**config.mk**
```make
export PLATFORM = sky130hd
export DESIGN_NAME = ecap_ctrl
export DESIGN_NICKNAME = d
export VERILOG_FILES = /design/src/ecap_pkg.sv /design/src/ecap_ctrl.sv /design/src/ecap_edge_sync.sv
export VERILOG_INCLUDE_DIRS = /design/src
export SDC_FILE = /design/constraint.sdc
export NUM_CORES = 1
export LEC_CHECK = 0
export BUFFER_PORTS_ARGS = -buffer_cell sky130_fd_sc_hd__buf_2
export CAP_MARGIN = 30
export CORE_MARGIN = 2
export CORE_UTILIZATION = 50
export CTS_CLUSTER_SIZE = 25
export DETAILED_ROUTE_END_ITERATION = 10
export GPL_ROUTABILITY_DRIVEN = 0
export PLACE_DENSITY = 0.85
export SYNTH_ARGS = -nofsm -noshare
export SYNTH_HDL_FRONTEND = slang
export SYNTH_SLANG_ARGS = --single-unit
```
**constraint.sdc**
```tcl
create_clock -name pclk -period 2.5 [get_ports pclk]
set_input_delay 0.25 -clock pclk [delete_from_list [all_inputs] [get_ports pclk]]
set_output_delay 0.25 -clock pclk [all_outputs]
set_load 0.005 [all_outputs]
```
**src/ecap_cfg.svh**
```systemverilog
// register indices, field positions and reset values of the capture timer control
`ifndef ECAP_CFG_SVH
`define ECAP_CFG_SVH

`define ECAP_AW 8
`define ECAP_IDX_W 6
`define ECAP_IDX_CAP0R 6'h22
`define ECAP_IDX_CAP1R 6'h23
`define ECAP_IDX_CAP0F 6'h24
`define ECAP_IDX_CAP1F 6'h25
`define ECAP_IDX_RLDH 6'h29
`define ECAP_IDX_CFG 6'h2A
`define ECAP_IDX_IE 6'h2B
`define ECAP_IDX_ST 6'h2C

`define ECAP_CFG_FEH 7
`define ECAP_CFG_PS_HI 6
`define ECAP_CFG_PS_LO 4
`define ECAP_CFG_WIDE 3

`define ECAP_RST_RLDH 4'h0
`define ECAP_RST_CFG 8'h00
`define ECAP_RST_IE 4'h0
`define ECAP_RST_ST 4'h0
`define ECAP_RST_CAP 8'h00

`endif

```
**src/ecap_pkg.sv**
```systemverilog
// types shared by the capture timer control and its edge synchroniser
package ecap_pkg;

    typedef struct packed {
        logic s1;
        logic s2;
        logic s3;
    } ecap_sync_t;

    // cap index: 0 ch0 rise, 1 ch1 rise, 2 ch0 fall, 3 ch1 fall
    typedef struct packed {
        logic [3:0] rld_hi;
        logic [7:0] cfg;
        logic [3:0] ie;
        logic [3:0] st;
        logic [3:0][7:0] cap;
        logic [3:0] held;
        logic [31:0] rdata;
        logic irq;
    } ecap_state_t;

endpackage

```
**src/ecap_ctrl.sv**
```systemverilog
// two-channel edge capture timer control with apb register access
// Operation
// - reload high holds interval bits 11:8 in bits 3:0; upper bits read zero
// - first-edge-hold bit 7 governs all four capture registers alike
// - hold clear: every qualifying edge overwrites its capture register
// - hold set: first edge kept, later edges ignored until register read
// - prescale bits 6:4 value n captures timer bits 7+n down to n, except in wide mode
// - config bit 3 stops channel 1 captures (its status bits still set), its registers extend channel 0
// - enable bits 3:0: ch1 fall, ch1 rise, ch0 fall, ch0 rise
// - status bit 3 on channel 1 falling edge, bit 2 on rising
// - status bit 1 on channel 0 falling edge, bit 0 on rising
// - each edge stores timer value in matching rise or fall register
// - wide mode: ch0 edge loads low byte ch0, high byte ch1 register
//
// Decided for this implementation: the APB interface to the registers.
`timescale 1ns/10ps
`default_nettype none
`include "ecap_cfg.svh"

module ecap_ctrl #(
    parameter int TMR_W = 16
) (
    input wire logic pclk,
    input wire logic presetn,
    input wire logic clk_en,
    input wire logic psel,
    input wire logic penable,
    input wire logic pwrite,
    input wire logic [`ECAP_AW-1:0] paddr,
    input wire logic [31:0] pwdata,
    output logic [31:0] prdata,
    output logic pready,
    output logic pslverr,
    input wire logic [TMR_W-1:0] timer_value,
    input wire logic capture_input_zero,
    input wire logic capture_input_one,
    output logic [3:0] interval_reload_high,
    output logic capture_irq
);

    ////////////////////////////////////////////////////////////////
    function automatic logic [`ECAP_IDX_W-1:0] ecap_idx(
        input logic [`ECAP_AW-1:0] a
    );
        return a[`ECAP_AW-1:2];
    endfunction

    function automatic logic ecap_hit(input logic [`ECAP_AW-1:0] a);
        logic [`ECAP_IDX_W-1:0] i;
        i = a[`ECAP_AW-1:2];
        if (a[1:0] != 2'h0) begin
            return 1'b0;
        end
        return (i >= `ECAP_IDX_CAP0R && i <= `ECAP_IDX_CAP1F)
            || (i >= `ECAP_IDX_RLDH && i <= `ECAP_IDX_ST);
    endfunction

    function automatic logic [7:0] ecap_slice(
        input logic [TMR_W-1:0] t,
        input logic [2:0] n
    );
        logic [TMR_W-1:0] s;
        s = t >> n;
        return s[7:0];
    endfunction

    ////////////////////////////////////////////////////////////////
    ecap_pkg::ecap_state_t q;
    ecap_pkg::ecap_state_t d;
    logic rise0;
    logic fall0;
    logic rise1;
    logic fall1;
    logic [3:0] ev;
    logic [`ECAP_IDX_W-1:0] idx;
    logic hit;
    logic setup;
    logic wr;
    logic rd;
    logic feh;
    logic wide;
    logic [2:0] presc;
    logic [7:0] slice;
    logic [1:0] ci;

    ecap_edge_sync u_sync0 (
        .pclk(pclk),
        .presetn(presetn),
        .clk_en(clk_en),
        .pin(capture_input_zero),
        .rise(rise0),
        .fall(fall0)
    );

    ecap_edge_sync u_sync1 (
        .pclk(pclk),
        .presetn(presetn),
        .clk_en(clk_en),
        .pin(capture_input_one),
        .rise(rise1),
        .fall(fall1)
    );

    assign ev = {fall1, rise1, fall0, rise0};
    assign idx = ecap_idx(paddr);
    assign hit = ecap_hit(paddr);
    assign setup = psel & ~penable;
    assign wr = clk_en & psel & penable & pwrite & hit;
    assign rd = clk_en & psel & penable & ~pwrite & hit;
    assign feh = q.cfg[`ECAP_CFG_FEH];
    assign wide = q.cfg[`ECAP_CFG_WIDE];
    assign presc = q.cfg[`ECAP_CFG_PS_HI:`ECAP_CFG_PS_LO];
    assign slice = ecap_slice(timer_value, presc);
    assign ci = idx[1:0] - 2'h2;

    ////////////////////////////////////////////////////////////////
    always_comb begin
        d = q;
        if (clk_en) begin
            // read data registered in setup, so zero wait states
            if (setup) begin
                d.rdata = 32'h0000_0000;
                case (idx)
                    `ECAP_IDX_CAP0R: d.rdata[7:0] = q.cap[0];
                    `ECAP_IDX_CAP1R: d.rdata[7:0] = q.cap[1];
                    `ECAP_IDX_CAP0F: d.rdata[7:0] = q.cap[2];
                    `ECAP_IDX_CAP1F: d.rdata[7:0] = q.cap[3];
                    `ECAP_IDX_RLDH: d.rdata[3:0] = q.rld_hi;
                    `ECAP_IDX_CFG: d.rdata[7:0] = q.cfg;
                    `ECAP_IDX_IE: d.rdata[3:0] = q.ie;
                    `ECAP_IDX_ST: d.rdata[3:0] = q.st;
                    default: d.rdata = 32'h0000_0000;
                endcase
            end
            if (wr) begin
                case (idx)
                    `ECAP_IDX_CAP0R: d.cap[0] = pwdata[7:0];
                    `ECAP_IDX_CAP1R: d.cap[1] = pwdata[7:0];
                    `ECAP_IDX_CAP0F: d.cap[2] = pwdata[7:0];
                    `ECAP_IDX_CAP1F: d.cap[3] = pwdata[7:0];
                    `ECAP_IDX_RLDH: d.rld_hi = pwdata[3:0];
                    `ECAP_IDX_CFG: d.cfg = {pwdata[7:3], 3'h0};
                    `ECAP_IDX_IE: d.ie = pwdata[3:0];
                    // write one to clear
                    `ECAP_IDX_ST: d.st = q.st & ~pwdata[3:0];
                    default: d.cfg = q.cfg;
                endcase
            end
            // a read of a capture register re-arms it
            if (rd && idx >= `ECAP_IDX_CAP0R && idx <= `ECAP_IDX_CAP1F) begin
                d.held[ci] = 1'b0;
            end
            // edges beat software writes in the same cycle
            if (wide) begin
                if (rise0 && !(feh && q.held[0])) begin
                    d.cap[0] = timer_value[7:0];
                    d.cap[1] = timer_value[15:8];
                    d.held[0] = 1'b1;
                end
                if (fall0 && !(feh && q.held[2])) begin
                    d.cap[2] = timer_value[7:0];
                    d.cap[3] = timer_value[15:8];
                    d.held[2] = 1'b1;
                end
            end else begin
                // hold clear lets every edge overwrite
                if (rise0 && !(feh && q.held[0])) begin
                    d.cap[0] = slice;
                    d.held[0] = 1'b1;
                end
                if (fall0 && !(feh && q.held[2])) begin
                    d.cap[2] = slice;
                    d.held[2] = 1'b1;
                end
                if (rise1 && !(feh && q.held[1])) begin
                    d.cap[1] = slice;
                    d.held[1] = 1'b1;
                end
                if (fall1 && !(feh && q.held[3])) begin
                    d.cap[3] = slice;
                    d.held[3] = 1'b1;
                end
            end
            // set wins over a clear in the same cycle
            d.st = d.st | ev;
            d.irq = |(d.st & d.ie);
        end
    end

    always_ff @(posedge pclk or negedge presetn) begin
        if (!presetn) begin
            q.rld_hi <= `ECAP_RST_RLDH;
            q.cfg <= `ECAP_RST_CFG;
            q.ie <= `ECAP_RST_IE;
            q.st <= `ECAP_RST_ST;
            q.cap <= {4{`ECAP_RST_CAP}};
            q.held <= 4'h0;
            q.rdata <= 32'h0000_0000;
            q.irq <= 1'b0;
        end else begin
            q <= d;
        end
    end

    ////////////////////////////////////////////////////////////////
    // bus stalls while the block is frozen
    assign pready = clk_en;
    assign pslverr = psel & penable & ~hit;
    assign prdata = q.rdata;
    assign interval_reload_high = q.rld_hi;
    assign capture_irq = q.irq;

    ////////////////////////////////////////////////////////////////
    logic [7:0] tmr_lo;
    logic [7:0] tmr_hi;
    logic bus_wr_any;
    assign tmr_lo = timer_value[7:0];
    assign tmr_hi = timer_value[15:8];
    assign bus_wr_any = psel & penable & pwrite;
endmodule

`default_nettype wire

```
**src/ecap_edge_sync.sv**
```systemverilog
// two-flop synchroniser and edge detector for one capture input
`timescale 1ns/10ps
`default_nettype none

module ecap_edge_sync (
    input wire logic pclk,
    input wire logic presetn,
    input wire logic clk_en,
    input wire logic pin,
    output logic rise,
    output logic fall
);

    ecap_pkg::ecap_sync_t q;
    ecap_pkg::ecap_sync_t d;

    ////////////////////////////////////////////////////////////////
    always_comb begin
        d = q;
        if (clk_en) begin
            d.s1 = pin;
            // s1 feeds only s2
            d.s2 = q.s1;
            d.s3 = q.s2;
        end
    end

    always_ff @(posedge pclk or negedge presetn) begin
        if (!presetn) begin
            q <= '0;
        end else begin
            q <= d;
        end
    end

    ////////////////////////////////////////////////////////////////
    // pulses last one enabled cycle
    assign rise = clk_en & q.s2 & ~q.s3;
    assign fall = clk_en & ~q.s2 & q.s3;

endmodule

`default_nettype wire

```
==> results of run 1 <==
==> cells by family (layout without fill, tap and decap cells) <==
logic type                after synthesis  in the layout  share of synthesized area [%]
AOI/OAI and AO/OA                     147            147                          20.65
muxes                                  74             74                          20.35
other                                   1             24                        0.08133
and+or+nand+nor                       102            102                          12.51
xor gates and xnor gates                2              2                         0.3800
DFF                                    68             68                          36.91
buffers and inverters                  71             94                          9.118
==> layout make-up <==
cell class                 instances  area (sq um)
fill                             738          3984
clock inverter                     7         138.9
timing repair buffer              76         437.9
sequential                        68          1703
multi-input combinational        349          2575
clock buffer                       9         123.9
tap                              111         138.9
inverter                           2         7.507
==> flip-flops by register name (all words and copies together) (netlist names) <==
| name | count |
|---|---|
| interval_reload_high | 4 |
| capture_irq | 1 |
| q | 45 |
| prdata | 8 |
| feh | 1 |
| presc | 3 |
| u_sync1.q | 3 |
| u_sync0.q | 3 |
==> report_power, final <==
part	internal (mW)	switching [mW]
Combinational	0.301	0.353
Sequential	1.31	0.161
Clock	0.761	0.440
==> cell usage after synthesis, types with 9 or more instances <==
cell	n
a22oi_1	9
nand2_1	16
nand4_1	9
nor2_1	31
o21ai_0	33
a21oi_1	34
buf_4	37
mux2_2	38
a31oi_1	19
mux2i_1	24
mux4_2	12
dfrtp_1	68
a21o_1	11
clkbuf_1	23
==> repair_timing <==
item                                    4_1_cts  5_1_grt
resized for setup                             0        1
endpoints found under the setup margin        0        6
hold buffers                                  1        0
endpoints found under the hold margin        29        0
==> layout by cell type, fill, tap and decap left out, types with 2 or more instances in the layout <==
cell type / Yosys / routed
and3b_1: 2 / 2
bufinv_16: 0 / 4
o31ai_1: 8 / 8
a21oi_1: 34 / 34
nor2_1: 31 / 31
a41oi_1: 2 / 2
nand4_1: 9 / 9
clkinv_2: 0 / 2
inv_1: 2 / 2
a21o_1: 11 / 11
a22oi_1: 9 / 9
mux2i_1: 24 / 24
nor2b_1: 7 / 7
nor3_2: 2 / 2
a32oi_1: 4 / 4
buf_4: 37 / 21
mux2_2: 38 / 38
a222oi_1: 5 / 5
nand3b_1: 4 / 4
nand2b_1: 3 / 3
a31oi_1: 19 / 19
a211o_1: 8 / 8
mux4_2: 12 / 12
nand2_1: 16 / 16
clkbuf_8: 0 / 9
nand3_1: 5 / 5
a211oi_1: 8 / 8
or2_1: 8 / 8
dfrtp_1: 68 / 67
buf_2: 6 / 54
conb_1: 1 / 24
o21ai_0: 33 / 33
a22o_1: 3 / 3
==> layer usage <==
metal  track usage (%)  vias up  wire (microns)
met5                 0        -               0
met1             32.85     1919            4961
met2             40.64      254            5798
li1                  -     1790               -
met3             4.666       44            1101
met4             14.33        0             528
==> worst max-delay path, delay by kind of cell (launching register included) <==
family	cells	cell delay, ps
compound gates	1	50
flops	1	620
mux	3	1220
simple gates	1	90
==> through the flow <==
step | area, sq um | setup slack (ps) | cells | total power [mW] | hold slack (ps)
after detailed placement | 4851 | 56.60 | 605 | 2.119 | 322.6
after global routing | 5125 | 217.2 | 622 | 3.468 | 134.6
final | 5125 | 346.3 | 622 | 3.331 | 130.2
after global placement | 4851 | 134.7 | 605 | 2.066 | 320.5
after floorplan | 4697 | 301.0 | 488 | 1.914 | -45.59
after CTS | 5124 | 87.37 | 622 | 3.316 | 125.5
==> worst paths after layout <==
| path | from | slack, ps | endpoint | depth (start not counted) |
|---|---|---|---|---|
| max | presc[0] | 350 | q[55] | 5 |
| min | capture_input_one | 130 | u_sync1.q[2] | 2 |
| max reg2reg | presc[0] | 350 | q[55] | 5 |
| min reg2reg | prdata[4] | 470 | prdata[4] | 1 |
| max in group asynchronous | presetn | 1280 | presc[0] | 3 |
| min in group asynchronous | presetn | 470 | q[57] | 2 |
==> metrics.md, run 1 <==
| Metric | Value |
|---|---|
| Clk sink count | ~70 |
| Synthesized flop and latch total | between 60 and 70 |
| Largest net degree at the start of global routing | 34 |
| Pwr Density | roughly 650 nW/um^2 |
| Avg Inst Size Synth | 9.915 sq um |
| Status | finished clean |
| Chip Height | between 100 and 150 microns |
| I/O Buffers | 54 |
| Req. time, crit path | between 2000 and 3000 ps |
| Final setup viols | 0 |
| Cell taking the most area after synthesis | dfrtp_1 |
| Final Cycle Share | a little under nine tenths |
| CP max FO | 13 |
| Setup TNS | 0 ps |
| TritonCTS clock tree | done |
| Initial Util | 50.62% |
| Ys flop type | dfrtp_1 |
| CTS clk-pin slew, worst paths | roughly 80 ps |
| Via count | roughly 4000 |
| Layout cells sized above 1 | between 20% and 30% |
| Cells after Synth | 465 |
| Core area | 9109 sq um |
| I/O pin cnt | 103 |
| Critical path class | flop to flop |
| Post-CTS Setup Inserts | 0 |
| Final Hold Fails | 0 |
| Clk root buf | clkbuf_8 |
| Nets@finish | 570 |
| Maximum buffer depth of the clock tree | 2 |
| HPWL Detailed | 9.211 mm |
| # diodes | 0 |
| Post-synth EDFFs | 0 |
| Crit path DAT | around 2400 ps |
| Crit start category | flop |
| Relative slew margins | a little under two fifths |
| Crit path time final | 2154 ps |
| DRT Wirelength | between 10 and 15 mm |
| Global Route Usage Sum | 25.49% |
| Tightest Pin Transition | 945.9 ps |
| Synth top area cells | dfrtp_1, mux2_2, buf_4, mux4_2, mux2i_1 |
| Initial antenna violation count | 0 |
| Post-synthesis cell type count | 53 |
| Yosys Warn Count | 0 |
| HP Class | primary input to flop |
| Avg Vias per Cell | ~6.4 |
| Clock Latency Late Sink | 350 ps |
| CP Capture Type | flop |
| Top-area cell type share of the netlist area | 36.91% |
| Row cnt | 35 |
| Congestion Overflow GR | 0 |
| Die ar. | approximately 10000 sq um |
| Pre-antenna DRT Iters | 6 |
| DRC Markers | 0 |
| CP max-delay cell | dfrtp_2 |
| Synthesized cell area | roughly 4600 sq um |
| # Max-Cap Violations | 0 |
| IR drop worst, VDD | roughly 350 uV |
| Post-synthesis sequential area ratio | a little under two fifths |
| Synthesis-to-finish area growth | 11.15% |
| Final Core Density | 56.26% |
| Initial DRC count | around 490 |
| Async SR Flop Fraction | 100.0% |
| Vias in the first global route | ~3900 |
| Worst Skew | between 5 and 6 ps |
| Inserted Clock Buffers | 9 |
| Worst path cell trace | mux4_2 -> mux2_2 -> mux2_2 -> nor2_1 -> a21oi_1 |
| Global-route wire length before repair | approximately 20 mm |
| H-Tree Depth | 3 |
| CP dominant cell by count | mux2_2 |
| Pins over their slew limit | 0 |
| ANT nets after route | 0 |
| RSZ-0062 raised after global routing | no |
| FMAX | about 0.46 GHz |
| CP max stage delay | approximately 620 ps |
| Static Leak | 2.360 nW |
| DR WL/cell | around 20 microns |
| Chip width | around 100 microns |
No activity file was read; power rests on OpenSTA's default activity.
==> run 2, diff against run 1 <==
HOLD_SLACK_MARGIN = 0.15   (was default)
==> run 2 against run 1 <==
  * Non-clock buffer count increased by 2
  * Count of clock-buffer cells in the layout unchanged
  * Critical path type unchanged
  * Hold slack improved by 75 ps
  * Total power about the same
  * Final cell count up 0.32%
  * Fmax is 0.97% lower
  * Flip-flop and latch count unchanged
==> metrics.md, run 2 (same netlist as run 1, synthesis figures left out) <==
| Metric | Value |
|---|---|
| Final setup viols | 0 |
| TritonCTS clock tree | done |
| Pint | 2.378 mW |
| Global-route wire length before repair | 20.11 mm |
| Initial Util | 50.62% |
| Pwr Density | ~650 nW/um^2 |
| RSZ-0062 raised after global routing | no |
| Core area | a little over 9000 sq um |
| HPWL Detailed | ~9.2 mm |
| Buf/Inv on CP | 0 |
| Crit path time final | about 2200 ps |
| Worst Skew | between 7 and 8 ps |
| Maximum buffer depth of the clock tree | 2 |
| Clk sink count | between 60 and 70 |
| Max FFs per register | between 40 and 50 |
| Inserted Clock Buffers | 9 |
| Largest net degree at the start of global routing | 34 |
| Final Cycle Share | 86.99% |
| Share of power burned in registers | around 44% |
| Final Hold Fails | 0 |
| CP dominant cell by count | mux2_2 |
| Nets@finish | 572 |
| Fin area | 5145 sq um |
| Static Leak | between 2 and 2.5 nW |
| Initial antenna violation count | 0 |
| Layout cells sized above 1 | 29.24% |
| Status | finished clean |
| Placed cell areas | roughly 4900 sq um |
| Post-CTS Setup Inserts | 0 |
| I/O pin cnt | 103 |
| Most frequent cells in the layout | dfrtp_1, buf_2, mux2_2 |
| Chip Height | 100.0 microns |
| Sw power | 0.9535 mW |
| CP max stage delay | between 600 and 700 ps |
| Req. time, crit path | about 2700 ps |
| Sw Share | roughly 29% |
| Row cnt | 35 |
| Worst path cell trace | mux4_2 -> mux2_2 -> mux2_2 -> nor2_1 -> a21oi_1 |
| CP max-delay cell | dfrtp_2 |
| H-Tree Depth | 3 |
| ANT nets after route | 0 |
| Die ar. | roughly 10000 sq um |
| HP Class | primary input to flop |
| Combinational Power Share | around a fifth |
| Pins over their slew limit | 0 |
| Setup TNS | 0 ps |
| I/O Buffers | 54 |
| CP max FO | 13 |
| Clock Latency Late Sink | between 300 and 400 ps |
| Via count | around 4000 |
| DRT Wirelength | ~12 mm |
| Clk pwr share | ~36% |
| Crit start category | flop |
| Relative slew margins | 36.42% |
| Top Family by Delay on Critical Path | multiplexers |
| Global Route Usage Sum | about a quarter |
| DRC Markers | 0 |
| CTS clk-pin slew, worst paths | approximately 80 ps |
| Initial DRC count | 407 |
| CP Capture Type | flop |
| Pre-antenna DRT Iters | 7 |
| Clk root buf | clkbuf_8 |
| FILL cells | ~740 |
| Synthesis-to-finish area growth | 11.59% |
| IR drop worst, VDD | roughly 360 uV |
| Congestion Overflow GR | 0 |
| Chip width | between 100 and 150 microns |
| Commonest non-fill, non-tap cell in the layout | dfrtp_1 |
| FMAX | roughly 0.46 GHz |
| Tightest Pin Transition | ~950 ps |
| Setup slack, reg-to-reg | 330 ps |
| Avg Vias per Cell | around 6.4 |
| Crit path DAT | between 2000 and 2500 ps |
| DR WL/cell | just under 20 microns |
| Vias in the first global route | roughly 4000 |
| # Max-Cap Violations | 0 |
| Biggest register | q |
| # diodes | 0 |
| Critical path class | flop to flop |
[run 2: metal layers]
| metal | track usage (%) | wire, microns |
|---|---|---|
| met1 | 32.85 | 4873 |
| met5 | 0 | 0 |
| met4 | 14.33 | 529 |
| met2 | 40.75 | 5780 |
| met3 | 4.666 | 1175 |
[run 2: worst paths after layout]
check                           startpoint   endpoint  depth (start not counted)
worst max-delay path              presc[0]      q[55]                          5
worst min-delay path             pwdata[5]   presc[1]                          2
worst max register to register    presc[0]      q[55]                          5
worst min register to register   prdata[4]  prdata[4]                          1
max in group asynchronous          presetn   presc[0]                          3
min in group asynchronous          presetn      q[57]                          2
[run 2: worst register-to-register path, delay by kind of cell (launching register included)]
family	cells	cell delay, ps
AOI/OAI and AO/OA	1	50
and+or+nand+nor	1	100
muxes	3	1230
DFF	1	630
[run 2: area by class of cell]
cell class	count	area (sq um)	area share, %
Clock inverter	7	138.9	2.699
Inverter	2	7.507	0.1459
Timing Repair Buffer	78	457.9	8.901
Clock buffer	9	123.9	2.408
Sequential cell	68	1703	33.10
Multi-Input combinational cell	349	2575	50.05
Tap cell	111	138.9	2.699
[run 2: per-stage QoR]
stage	power (mW)	hold WS, ps	util (%)	setup WS [ps]	instances
floorplan	1.914	-45.59	-	301.0	488
detailed placement	2.119	322.6	53.26	56.60	605
finish	3.332	204.8	56.48	325.3	624
CTS	3.319	190.7	56.47	87.37	624
global placement	2.066	320.5	53.26	134.7	605
global route	3.471	208.7	56.48	217.2	624
[run 2: power by group through the flow]
stage          logic (mW)  clock network, mW  registers [mW]
2_1_floorplan       0.490                  0            1.42
3_3_place_gp        0.600                  0            1.47
3_5_place_dp        0.636                  0            1.48
4_1_cts             0.646               1.21            1.46
5_1_grt             0.726               1.25            1.49
6_report            0.656               1.20            1.47
[run 2: what timing repair did]
item | in CTS | in global routing
resized for setup | 0 | 1
hold endpoints to repair | 31 | 0
hold buffers | 3 | 0
setup endpoints to repair | 0 | 6
